==> config.mk <==
export PLATFORM = sky130hd
export DESIGN_NAME = link_maint
export DESIGN_NICKNAME = d
export VERILOG_FILES = /design/src/hdl/link_maint.v
export VERILOG_INCLUDE_DIRS = /design/src /design/src/hdl
export SDC_FILE = /design/constraint.sdc
export NUM_CORES = 1
export LEC_CHECK = 0
export ABC_AREA = 1
export BUFFER_PORTS_ARGS = -buffer_cell sky130_fd_sc_hd__clkbuf_2
export CAP_MARGIN = 10
export CORE_AREA = 4 4 78 135
export DETAILED_ROUTE_END_ITERATION = 8
export DIE_AREA = 0 0 82 139
export PLACE_DENSITY = 0.84
export RECOVER_POWER = 100
export SLEW_MARGIN = 20
export SYNTH_ARGS = -nofsm -noshare
export SYNTH_HDL_FRONTEND = slang
export SYNTH_SLANG_ARGS = --single-unit
==> constraint.sdc <==
create_clock -name i_ref_clk -period 3.7 [get_ports i_ref_clk]
set_input_delay 0.185 -clock i_ref_clk [delete_from_list [all_inputs] [get_ports i_ref_clk]]
set_output_delay 0.185 -clock i_ref_clk [all_outputs]
set_load 0.02 [all_outputs]
==> src/hdl/link_maint_consts.vh <==
// constants for the link maintenance handler
//
// Notes on behaviour
// - software command write emits aligned link-request
// - only one outbound link-request pending at once
// - answer input-status with aligned link-response
// - per-port request and response registers, polled
// - hardware issues requests for recovery and init
// - three commands; only input-status gets response
// - accepted reset restarts registers and all state but the input synchroniser
// - reset only after four consecutive reset requests
// - response carries expected tag and port status
// - flush earlier ack symbols before the response
// - input-status restarts port after error stop
// - input-status also restarts retry-stopped port
// - training: 256 patterns, one idle, then resume
// - status: ok, error, retry- or error-stopped
// - retry stop cleared by restart or input-status
// - error stop cleared only by input-status
// - sender uses returned tag to pick retransmit
// - same protocol for byte or two-byte ports
// - control symbols go out with inverted copy
// - second input-status request before response: protocol error
`ifndef LINK_MAINT_CONSTS_VH
`define LINK_MAINT_CONSTS_VH
// symbol type field in bits 15:12
`define SYM_TYPE_HI      15
`define SYM_TYPE_LO      12
`define TYPE_IDLE        4'h0
`define TYPE_RESTART     4'h3
`define TYPE_LREQ        4'h4
`define TYPE_LRESP       4'h6
// request command in bits 2:0
`define CMD_HI           2
`define CMD_LO           0
`define CMD_TRAIN        3'h0
`define CMD_RESET        3'h3
`define CMD_STATUS       3'h4
// response: tag in bits 10:6, status in bits 3:0
`define TAG_LO           6
`define STAT_OK          4'h0
`define STAT_ERROR       4'h1
`define STAT_ERR_STOP    4'h5
`define STAT_RETRY_STOP  4'h6
// timing and counts
`define RESET_COUNT      3'h4
`define TRAIN_COUNT      9'h100
`define TRAIN_PATTERN    16'hff00
`endif

==> src/hdl/link_maint.v <==
// link maintenance handler of one link port
`timescale 1ns/1ns
`include "link_maint_consts.vh"
module link_maint #(
  parameter TAG_W = 5
) (
  // clock and reset
  input  wire             i_ref_clk,
  input  wire             i_srst,
  // receive side, link domain
  input  wire             i_lnk_clk,
  input  wire [15:0]      i_rx_word,
  input  wire             i_rx_ctl,
  // transmit symbol stream
  output wire             o_tx_valid,
  input  wire             i_tx_ready,
  output reg  [15:0]      o_tx_word,
  output reg              o_tx_ctl,
  output wire             o_training,
  // software request and response registers
  input  wire             i_sw_req_wr,
  input  wire [2:0]       i_sw_req_cmd,
  output reg  [2:0]       o_req_cmd,
  output reg              o_req_pending,
  input  wire             i_resp_rd,
  output reg              o_resp_valid,
  output reg  [TAG_W-1:0] o_resp_tag,
  output reg  [3:0]       o_resp_status,
  // hardware recovery and init
  input  wire             i_hw_err,
  input  wire             i_hw_init,
  output reg              o_recov_valid,
  output reg  [TAG_W-1:0] o_recov_tag,
  // input port state
  input  wire [TAG_W-1:0] i_expect_tag,
  input  wire             i_ack_pending,
  input  wire             i_retry_stop,
  input  wire             i_err_stop,
  input  wire             i_fatal,
  output wire             o_in_enable,
  output reg  [3:0]       o_in_status,
  // events
  output reg              o_dev_reset,
  output reg              o_proto_err,
  output reg              o_sym_err
);

  // ==========================================================
  // helpers
  function [3:0] sym_type;
    input [15:0] w;
    sym_type = w[`SYM_TYPE_HI:`SYM_TYPE_LO];
  endfunction

  function cmd_known;
    input [2:0] c;
    cmd_known = (c == `CMD_RESET) || (c == `CMD_STATUS) ||
                (c == `CMD_TRAIN);
  endfunction

  // a completed reset sequence restarts every flop below except the input synchroniser
  wire rst;
  assign rst = i_srst | o_dev_reset;

  // ==========================================================
  // link input synchroniser and edge finder
  reg        lclk_s1;
  reg        lclk_s2;
  reg        lclk_s3;
  reg [16:0] rxd_s1;
  reg [16:0] rxd_s2;

  // data is slow against the sampling clock, so it is stable
  // two cycles after the synchronised rising edge
  always @(posedge i_ref_clk) begin
    if (i_srst) begin
      lclk_s1 <= 1'b0;
      lclk_s2 <= 1'b0;
      lclk_s3 <= 1'b0;
      rxd_s1  <= 17'h00000;
      rxd_s2  <= 17'h00000;
    end else begin
      lclk_s1 <= i_lnk_clk;
      lclk_s2 <= lclk_s1;
      lclk_s3 <= lclk_s2;
      rxd_s1  <= {i_rx_ctl, i_rx_word};
      rxd_s2  <= rxd_s1;
    end
  end

  wire rx_edge;
  assign rx_edge = lclk_s2 & ~lclk_s3;

  // ==========================================================
  // aligned symbol pairing; words are whole symbols, so a
  // byte-wide port assembles them upstream and looks the same
  reg        have_first;
  reg [15:0] first_word;
  reg        sym_v;
  reg [15:0] sym;
  reg        pkt_v;

  always @(posedge i_ref_clk) begin
    if (rst) begin
      have_first <= 1'b0;
      first_word <= 16'h0000;
      sym_v      <= 1'b0;
      sym        <= 16'h0000;
      pkt_v      <= 1'b0;
      o_sym_err  <= 1'b0;
    end else begin
      sym_v     <= 1'b0;
      pkt_v     <= 1'b0;
      o_sym_err <= 1'b0;
      if (rx_edge) begin
        if (have_first) begin
          have_first <= 1'b0;
          if (rxd_s2[15:0] == ~first_word) begin
            sym_v <= 1'b1;
            sym   <= first_word;
          end else begin
            o_sym_err <= 1'b1;
          end
        end else if (rxd_s2[16]) begin
          have_first <= 1'b1;
          first_word <= rxd_s2[15:0];
        end else begin
          pkt_v <= 1'b1;
        end
      end
    end
  end

  wire [3:0] styp;
  wire [2:0] scmd;
  wire       is_req;
  assign styp   = sym_type(sym);
  assign scmd   = sym[`CMD_HI:`CMD_LO];
  assign is_req = sym_v && styp == `TYPE_LREQ && cmd_known(scmd);

  // ==========================================================
  // reset lockout
  reg [2:0] rst_cnt;

  always @(posedge i_ref_clk) begin
    if (i_srst) begin
      rst_cnt     <= 3'h0;
      o_dev_reset <= 1'b0;
    end else begin
      o_dev_reset <= 1'b0;
      if (o_dev_reset) begin
        rst_cnt <= 3'h0;
      end else if (is_req && scmd == `CMD_RESET) begin
        if (rst_cnt == `RESET_COUNT - 3'h1) begin
          o_dev_reset <= 1'b1;
          rst_cnt     <= 3'h0;
        end else begin
          rst_cnt <= rst_cnt + 3'h1;
        end
      end else if (pkt_v || o_sym_err ||
                   (sym_v && styp != `TYPE_IDLE)) begin
        rst_cnt <= 3'h0;
      end
    end
  end

  // ==========================================================
  // inbound requests and input port state
  reg  resp_due;
  reg  train_req;
  wire resp_go;
  wire train_go;

  assign o_in_enable = (o_in_status == `STAT_OK);

  always @(posedge i_ref_clk) begin
    if (rst) begin
      resp_due    <= 1'b0;
      train_req   <= 1'b0;
      o_proto_err <= 1'b0;
      o_in_status <= `STAT_OK;
    end else begin
      o_proto_err <= 1'b0;
      if (train_go) begin
        train_req <= 1'b0;
      end
      if (resp_go) begin
        resp_due <= 1'b0;
      end
      // restarts first, so a fatal or error stop event below wins
      if (resp_go && (o_in_status == `STAT_ERR_STOP ||
                      o_in_status == `STAT_RETRY_STOP)) begin
        o_in_status <= `STAT_OK;
      end
      if (sym_v && styp == `TYPE_RESTART &&
          o_in_status == `STAT_RETRY_STOP) begin
        o_in_status <= `STAT_OK;
      end
      if (is_req && scmd == `CMD_STATUS) begin
        if (resp_due && !resp_go) begin
          o_proto_err <= 1'b1;
        end else begin
          resp_due <= 1'b1;
        end
      end
      if (is_req && scmd == `CMD_TRAIN) begin
        train_req <= 1'b1;
      end
      // fatal and error stop events take priority over any restart; a retry stop is taken only while the status is ok
      if (i_fatal) begin
        o_in_status <= `STAT_ERROR;
      end else if (o_in_status != `STAT_ERROR) begin
        if (i_err_stop || o_proto_err) begin
          o_in_status <= `STAT_ERR_STOP;
        end else if (i_retry_stop && o_in_enable) begin
          o_in_status <= `STAT_RETRY_STOP;
        end
      end
    end
  end

  // ==========================================================
  // outbound requests; no timeout, a silent peer keeps an
  // input-status request pending until reset
  reg  req_tosend;
  reg  req_by_hw;
  wire req_go;
  wire req_done;
  wire hw_req;
  wire sw_req;

  assign hw_req = i_hw_err | i_hw_init;
  assign sw_req = i_sw_req_wr & cmd_known(i_sw_req_cmd);

  always @(posedge i_ref_clk) begin
    if (rst) begin
      o_req_cmd     <= `CMD_TRAIN;
      o_req_pending <= 1'b0;
      req_tosend    <= 1'b0;
      req_by_hw     <= 1'b0;
      o_resp_valid  <= 1'b0;
      o_resp_tag    <= {TAG_W{1'b0}};
      o_resp_status <= `STAT_OK;
      o_recov_valid <= 1'b0;
      o_recov_tag   <= {TAG_W{1'b0}};
    end else begin
      o_recov_valid <= 1'b0;
      if (req_go) begin
        req_tosend <= 1'b0;
      end
      if (i_resp_rd) begin
        o_resp_valid <= 1'b0;
      end
      if (req_done && o_req_cmd != `CMD_STATUS) begin
        o_req_pending <= 1'b0;
      end
      if (sym_v && styp == `TYPE_LRESP && o_req_pending &&
          !req_tosend && o_req_cmd == `CMD_STATUS) begin
        o_req_pending <= 1'b0;
        o_resp_valid  <= 1'b1;
        o_resp_tag    <= sym[`TAG_LO+TAG_W-1:`TAG_LO];
        o_resp_status <= sym[3:0];
        if (req_by_hw) begin
          o_recov_valid <= 1'b1;
          o_recov_tag   <= sym[`TAG_LO+TAG_W-1:`TAG_LO];
        end
      end else if (!o_req_pending && (hw_req || sw_req)) begin
        o_req_pending <= 1'b1;
        req_tosend    <= 1'b1;
        req_by_hw     <= hw_req;
        o_req_cmd     <= hw_req ? `CMD_STATUS
                                : i_sw_req_cmd;
      end
    end
  end

  // ==========================================================
  // transmit sequencer
  localparam TX_IDLE  = 2'b00;
  localparam TX_SYM   = 2'b01;
  localparam TX_INV   = 2'b10;
  localparam TX_TRAIN = 2'b11;

  reg [1:0]  tx_st;
  reg [8:0]  train_cnt;
  reg        sent_req;

  assign o_tx_valid = (tx_st != TX_IDLE);
  assign o_training = (tx_st == TX_TRAIN);
  assign train_go   = (tx_st == TX_IDLE) && train_req;
  // earlier acknowledges drain before the response goes out
  assign resp_go    = (tx_st == TX_IDLE) && !train_req &&
                      resp_due && !i_ack_pending;
  assign req_go     = (tx_st == TX_IDLE) && !train_req &&
                      !(resp_due && !i_ack_pending) && req_tosend;
  assign req_done   = (tx_st == TX_INV) && i_tx_ready && sent_req;

  always @(posedge i_ref_clk) begin
    if (rst) begin
      tx_st     <= TX_IDLE;
      train_cnt <= 9'h000;
      sent_req  <= 1'b0;
      o_tx_word <= 16'h0000;
      o_tx_ctl  <= 1'b0;
    end else begin
      case (tx_st)
        TX_IDLE: begin
          train_cnt <= 9'h000;
          if (train_go) begin
            tx_st     <= TX_TRAIN;
            o_tx_word <= `TRAIN_PATTERN;
            o_tx_ctl  <= 1'b0;
          end else if (resp_go) begin
            tx_st     <= TX_SYM;
            sent_req  <= 1'b0;
            o_tx_ctl  <= 1'b1;
            o_tx_word <= {`TYPE_LRESP, 1'b0,
                          i_expect_tag, 2'b00,
                          o_in_status};
          end else if (req_go) begin
            tx_st     <= TX_SYM;
            sent_req  <= 1'b1;
            o_tx_ctl  <= 1'b1;
            o_tx_word <= {`TYPE_LREQ, 9'h000,
                          o_req_cmd};
          end
        end
        TX_SYM: begin
          if (i_tx_ready) begin
            tx_st     <= TX_INV;
            o_tx_ctl  <= 1'b0;
            o_tx_word <= ~o_tx_word;
          end
        end
        TX_INV: begin
          if (i_tx_ready) begin
            tx_st <= TX_IDLE;
          end
        end
        TX_TRAIN: begin
          if (i_tx_ready) begin
            if (train_cnt == `TRAIN_COUNT - 9'h001) begin
              tx_st     <= TX_SYM;
              sent_req  <= 1'b0;
              o_tx_ctl  <= 1'b1;
              o_tx_word <= {`TYPE_IDLE, 12'h000};
            end else begin
              train_cnt <= train_cnt + 9'h001;
            end
          end
        end
        default: begin
          tx_st <= TX_IDLE;
        end
      endcase
    end
  end

endmodule

==> results.py <==
metrics = {
    "global_routing": {
        "grt_pass1_wl_um": 21900,
        "grt_usage_pct": 24.7,
        "first_global_vias": 5099,
        "grt_overflow": 0,
        "grt_max_degree": 39,
        "antenna_found_initial": 0,
    },
    "synthesis": {
        "yosys_warnings": 0,
        "synth_flop_cell": "dfxtp_1",
        "netlist.area_leader.share_pct": 46.5,
        "synth_top_cells_by_area": "dfxtp_1, nand2_1, inv_1",
        "yosysMostFrequentCell": "nand2_1",
        "synthCells": 811,
        "yosys.area.top_type": "dfxtp_1",
        "synth_edf_count": 0,
        "netlist_top_cells_count": "nand2_1, inv_1, dfxtp_1",
        "synth_cell_types": 39,
        "postSynth.asyncResetShare_pct": 0,
        "syn-cell-area_um2": 5680,
        "ys_seq_area_share_pct": 46.5,
        "synth.net_count": 857,
        "ys_seq_elements": 132,
        "avgSynthCellArea_um2": 7.00,
    },
    "worst_setup_path": {
        "crit_type": "reg2reg",
        "reg2reg_depth": 11,
        "timing.rr.start": "tx_st[1]",
        "end_kind": "flop",
        "slowest_delay_ns": 0.39,
        "critPathRequiredTime_ns": 4.04,
        "cp_common_cell": "inv_1",
        "start_kind": "flop",
        "critical_path_arrival_ns": 2.82,
        "crit_fanout": 19,
        "r2r_slack_ns": 1.22,
        "cp_slowest_cell": "dfxtp_1",
        "cp_cell_sequence": "inv_1 > ha_1 > inv_1 > o21ai_0 > inv_1 > nand2_1 > inv_1 > nand2_1 > inv_4 > o21ai_0 > a21oi_1",
        "reg2reg_to": "o_tx_word[9]",
    },
    "cts": {
        "clkLatencyLatePin_ns": 0.41,
        "cts_setup_buffers": 0,
        "cts_buffers": 17,
        "clock-root-buffer": "clkbuf_16",
        "htreeDepth": 4,
        "clock_sinks": 132,
        "cts.path.max_buffers": 2,
        "clk_pin_slew_ns": 0.06,
        "cts_tree": "yes",
    },
    "power_and_ir_drop": {
        "seqPwrFrac_pct": 38.5,
        "p_per_area_nw_per_um2": 606,
        "p_comb_share_pct": 18.1,
        "ir_drop_v": 0.000421,
        "p_switching_w": 0.00121,
        "pwr-share-clk_pct": 43.4,
        "p_leak_nw": 3.11,
        "swShare_pct": 28.8,
        "power.internal_w": 0.00298,
    },
    "sta": {
        "finalCriticalPeriod_ns": 2.48,
        "setup_tns_ns": 0,
        "fmax_mhz": 403,
        "whs_ns": 0.0368,
        "max_slew_margin_pct": -0.685,
        "finalHoldViolCount": 0,
        "worst_pin_slew_ns": 1.51,
        "finalCritPeriodShare_pct": 67.1,
        "rsz0062_at_grt": "no",
        "setup_viol": 0,
        "skew_ns": 0.00885,
        "drv_slew": 39,
    },
    "drt": {
        "num_vias": 5181,
        "drc_errors": 0,
        "routedWlPerCell_um": 12.5,
        "antenna_left": 0,
        "drt_first_pass_iters": 5,
        "drt-total-wl_um": 13100,
        "via_per_inst": 4.94,
        "drt_iter0_markers": 267,
    },
    "status": {
        "status": "finished, violations left",
        "violations": "max-capacitance violations, max-slew violations",
    },
    "die": {
        "rows": 47,
        "chipHeight_um": 139,
        "ios": 84,
        "die_w_um": 82,
        "start_util_pct": 60.4,
        "core_area_um2": 9410,
        "dieArea_um2": 11400,
    },
    "final_layout": {
        "antenna_cells": 0,
        "layout-drive-gt1-share_pct": 9.18,
        "fin_nets": 959,
        "nFillCells": 756,
        "seq_area_um2": 2640,
        "fin_util_pct": 73.5,
        "multi_input_area_um2": 2330,
        "area_growth_pct": 21.7,
    },
    "placement": {
        "gp_congestion": 0.907,
        "io_buffers": 83,
        "hpwl_um": 9140,
    },
    "job": {
        "cap_violations": 1,
    },
    "hold_path": {
        "min_to": "o_resp_valid",
        "min_delay_path_depth": 3,
        "hp-class": "in2reg",
        "min_from": "i_resp_rd",
    },
}
-- kinds of logic (layout without fill, tap and decap cells) --
| kind of cell | count (synthesis) | count (layout) | share of synthesized area, % |
|---|---|---|---|
| adders and majority gates | 9 | 9 | 1.98 |
| buffers and inverters | 173 | 288 | 11.9 |
| AOI/OAI and AO/OA | 132 | 132 | 12.2 |
| xor gates and xnor gates | 1 | 1 | 0.154 |
| and+or+nand+nor | 364 | 364 | 27.2 |
| DFF | 132 | 132 | 46.5 |
-- worst max-delay path: cells and delay by family (launching register included) --
family,cells,cell delay (ns)
and+or+nand+nor,2,0.41
DFF,1,0.39
buffers and inverters,5,0.97
AOI/OAI and AO/OA,3,0.42
adders and majority gates,1,0.21
-- state kept, by name, summed over array words and instances (netlist names), 2 cells and up --
name           count
o_resp_tag         5
rxd_s1            17
tx_st              2
o_tx_word         16
o_resp_status      4
o_req_cmd          3
o_recov_tag        5
rst_cnt            3
o_in_status        4
rxd_s2            17
first_word        16
sym               13
train_cnt          9
-- power groups by stage --
| stage | Clock [W] | Combinational (W) | Sequential, W |
|---|---|---|---|
| 4_1_cts | 0.00184 | 0.000794 | 0.00161 |
| 3_3_place_gp | 0 | 0.000759 | 0.00164 |
| 3_5_place_dp | 0 | 0.000772 | 0.00164 |
| 2_1_floorplan | 0 | 0.000525 | 0.00171 |
| 5_1_grt | 0.00191 | 0.000865 | 0.00163 |
| 6_report | 0.00182 | 0.000758 | 0.00161 |
-- metal layers --
metal  wire length, µm  vias to the layer above  GRT usage (%)  part of all wire [%]
li1                  -                     2710              -                     -
met1              4680                     2306           23.3                    36
met2              7520                      139           46.4                    57
met3               585                       26           6.70                   4.5
met4               333                        0           11.7                   2.5
met5                 0                        -              0                     0
-- how the worst max path moves through the flow --
stage                             from              to  slack, ns  cells after the start
after floorplan           train_cnt[0]   o_tx_word[13]       1.90                     14
after global placement          i_srst  o_in_status[1]       1.47                      6
after detailed placement        i_srst  o_in_status[1]       1.40                      6
after CTS                 train_cnt[1]    o_tx_word[9]       1.55                     14
after global routing          tx_st[1]    o_tx_word[9]       0.89                     11
final                         tx_st[1]    o_tx_word[9]       1.22                     11
-- metrics by stage --
stage / instances / setup WS (ns) / power [W] / instance area (µm²)
floorplan: 811 / 1.90 / 0.00223 / 5680
global placement: 997 / 1.47 / 0.00240 / 6170
detailed placement: 997 / 1.40 / 0.00241 / 6170
CTS: 1048 / 1.55 / 0.00425 / 7010
global route: 1048 / 0.891 / 0.00440 / 6910
finish: 1048 / 1.22 / 0.00419 / 6910
-- timing repair --
item | in CTS | in global routing
setup endpoints to repair | 0 | 0
endpoints found under the hold margin | 19 | 0
hold buffers | 19 | 0
gates resized for setup | 0 | 0
-- cell type report --
class | instances | area share (%)
clock inverters | 13 | 2.99
flip-flops and latches | 132 | 38.2
inverters | 151 | 8.23
well taps | 122 | 2.21
clock buffers | 19 | 6.41
multi-input cells | 506 | 33.7
repair buffers | 105 | 8.22
-- layout by cell type, fill, tap and decap left out, drive strengths merged, types with 2 or more instances in the layout --
cell type    count
a211oi           4
a21oi           56
buf              3
bufinv           5
clkbuf         102
clkinv           6
clkinvlp         2
dfxtp          132
dlygate4sd3     19
ha               9
inv            151
nand2          172
nand3           48
nor2           125
nor3             9
nor3b            3
nor4             3
o21ai           66
Note: power is estimated with default switching activity, not from simulation.
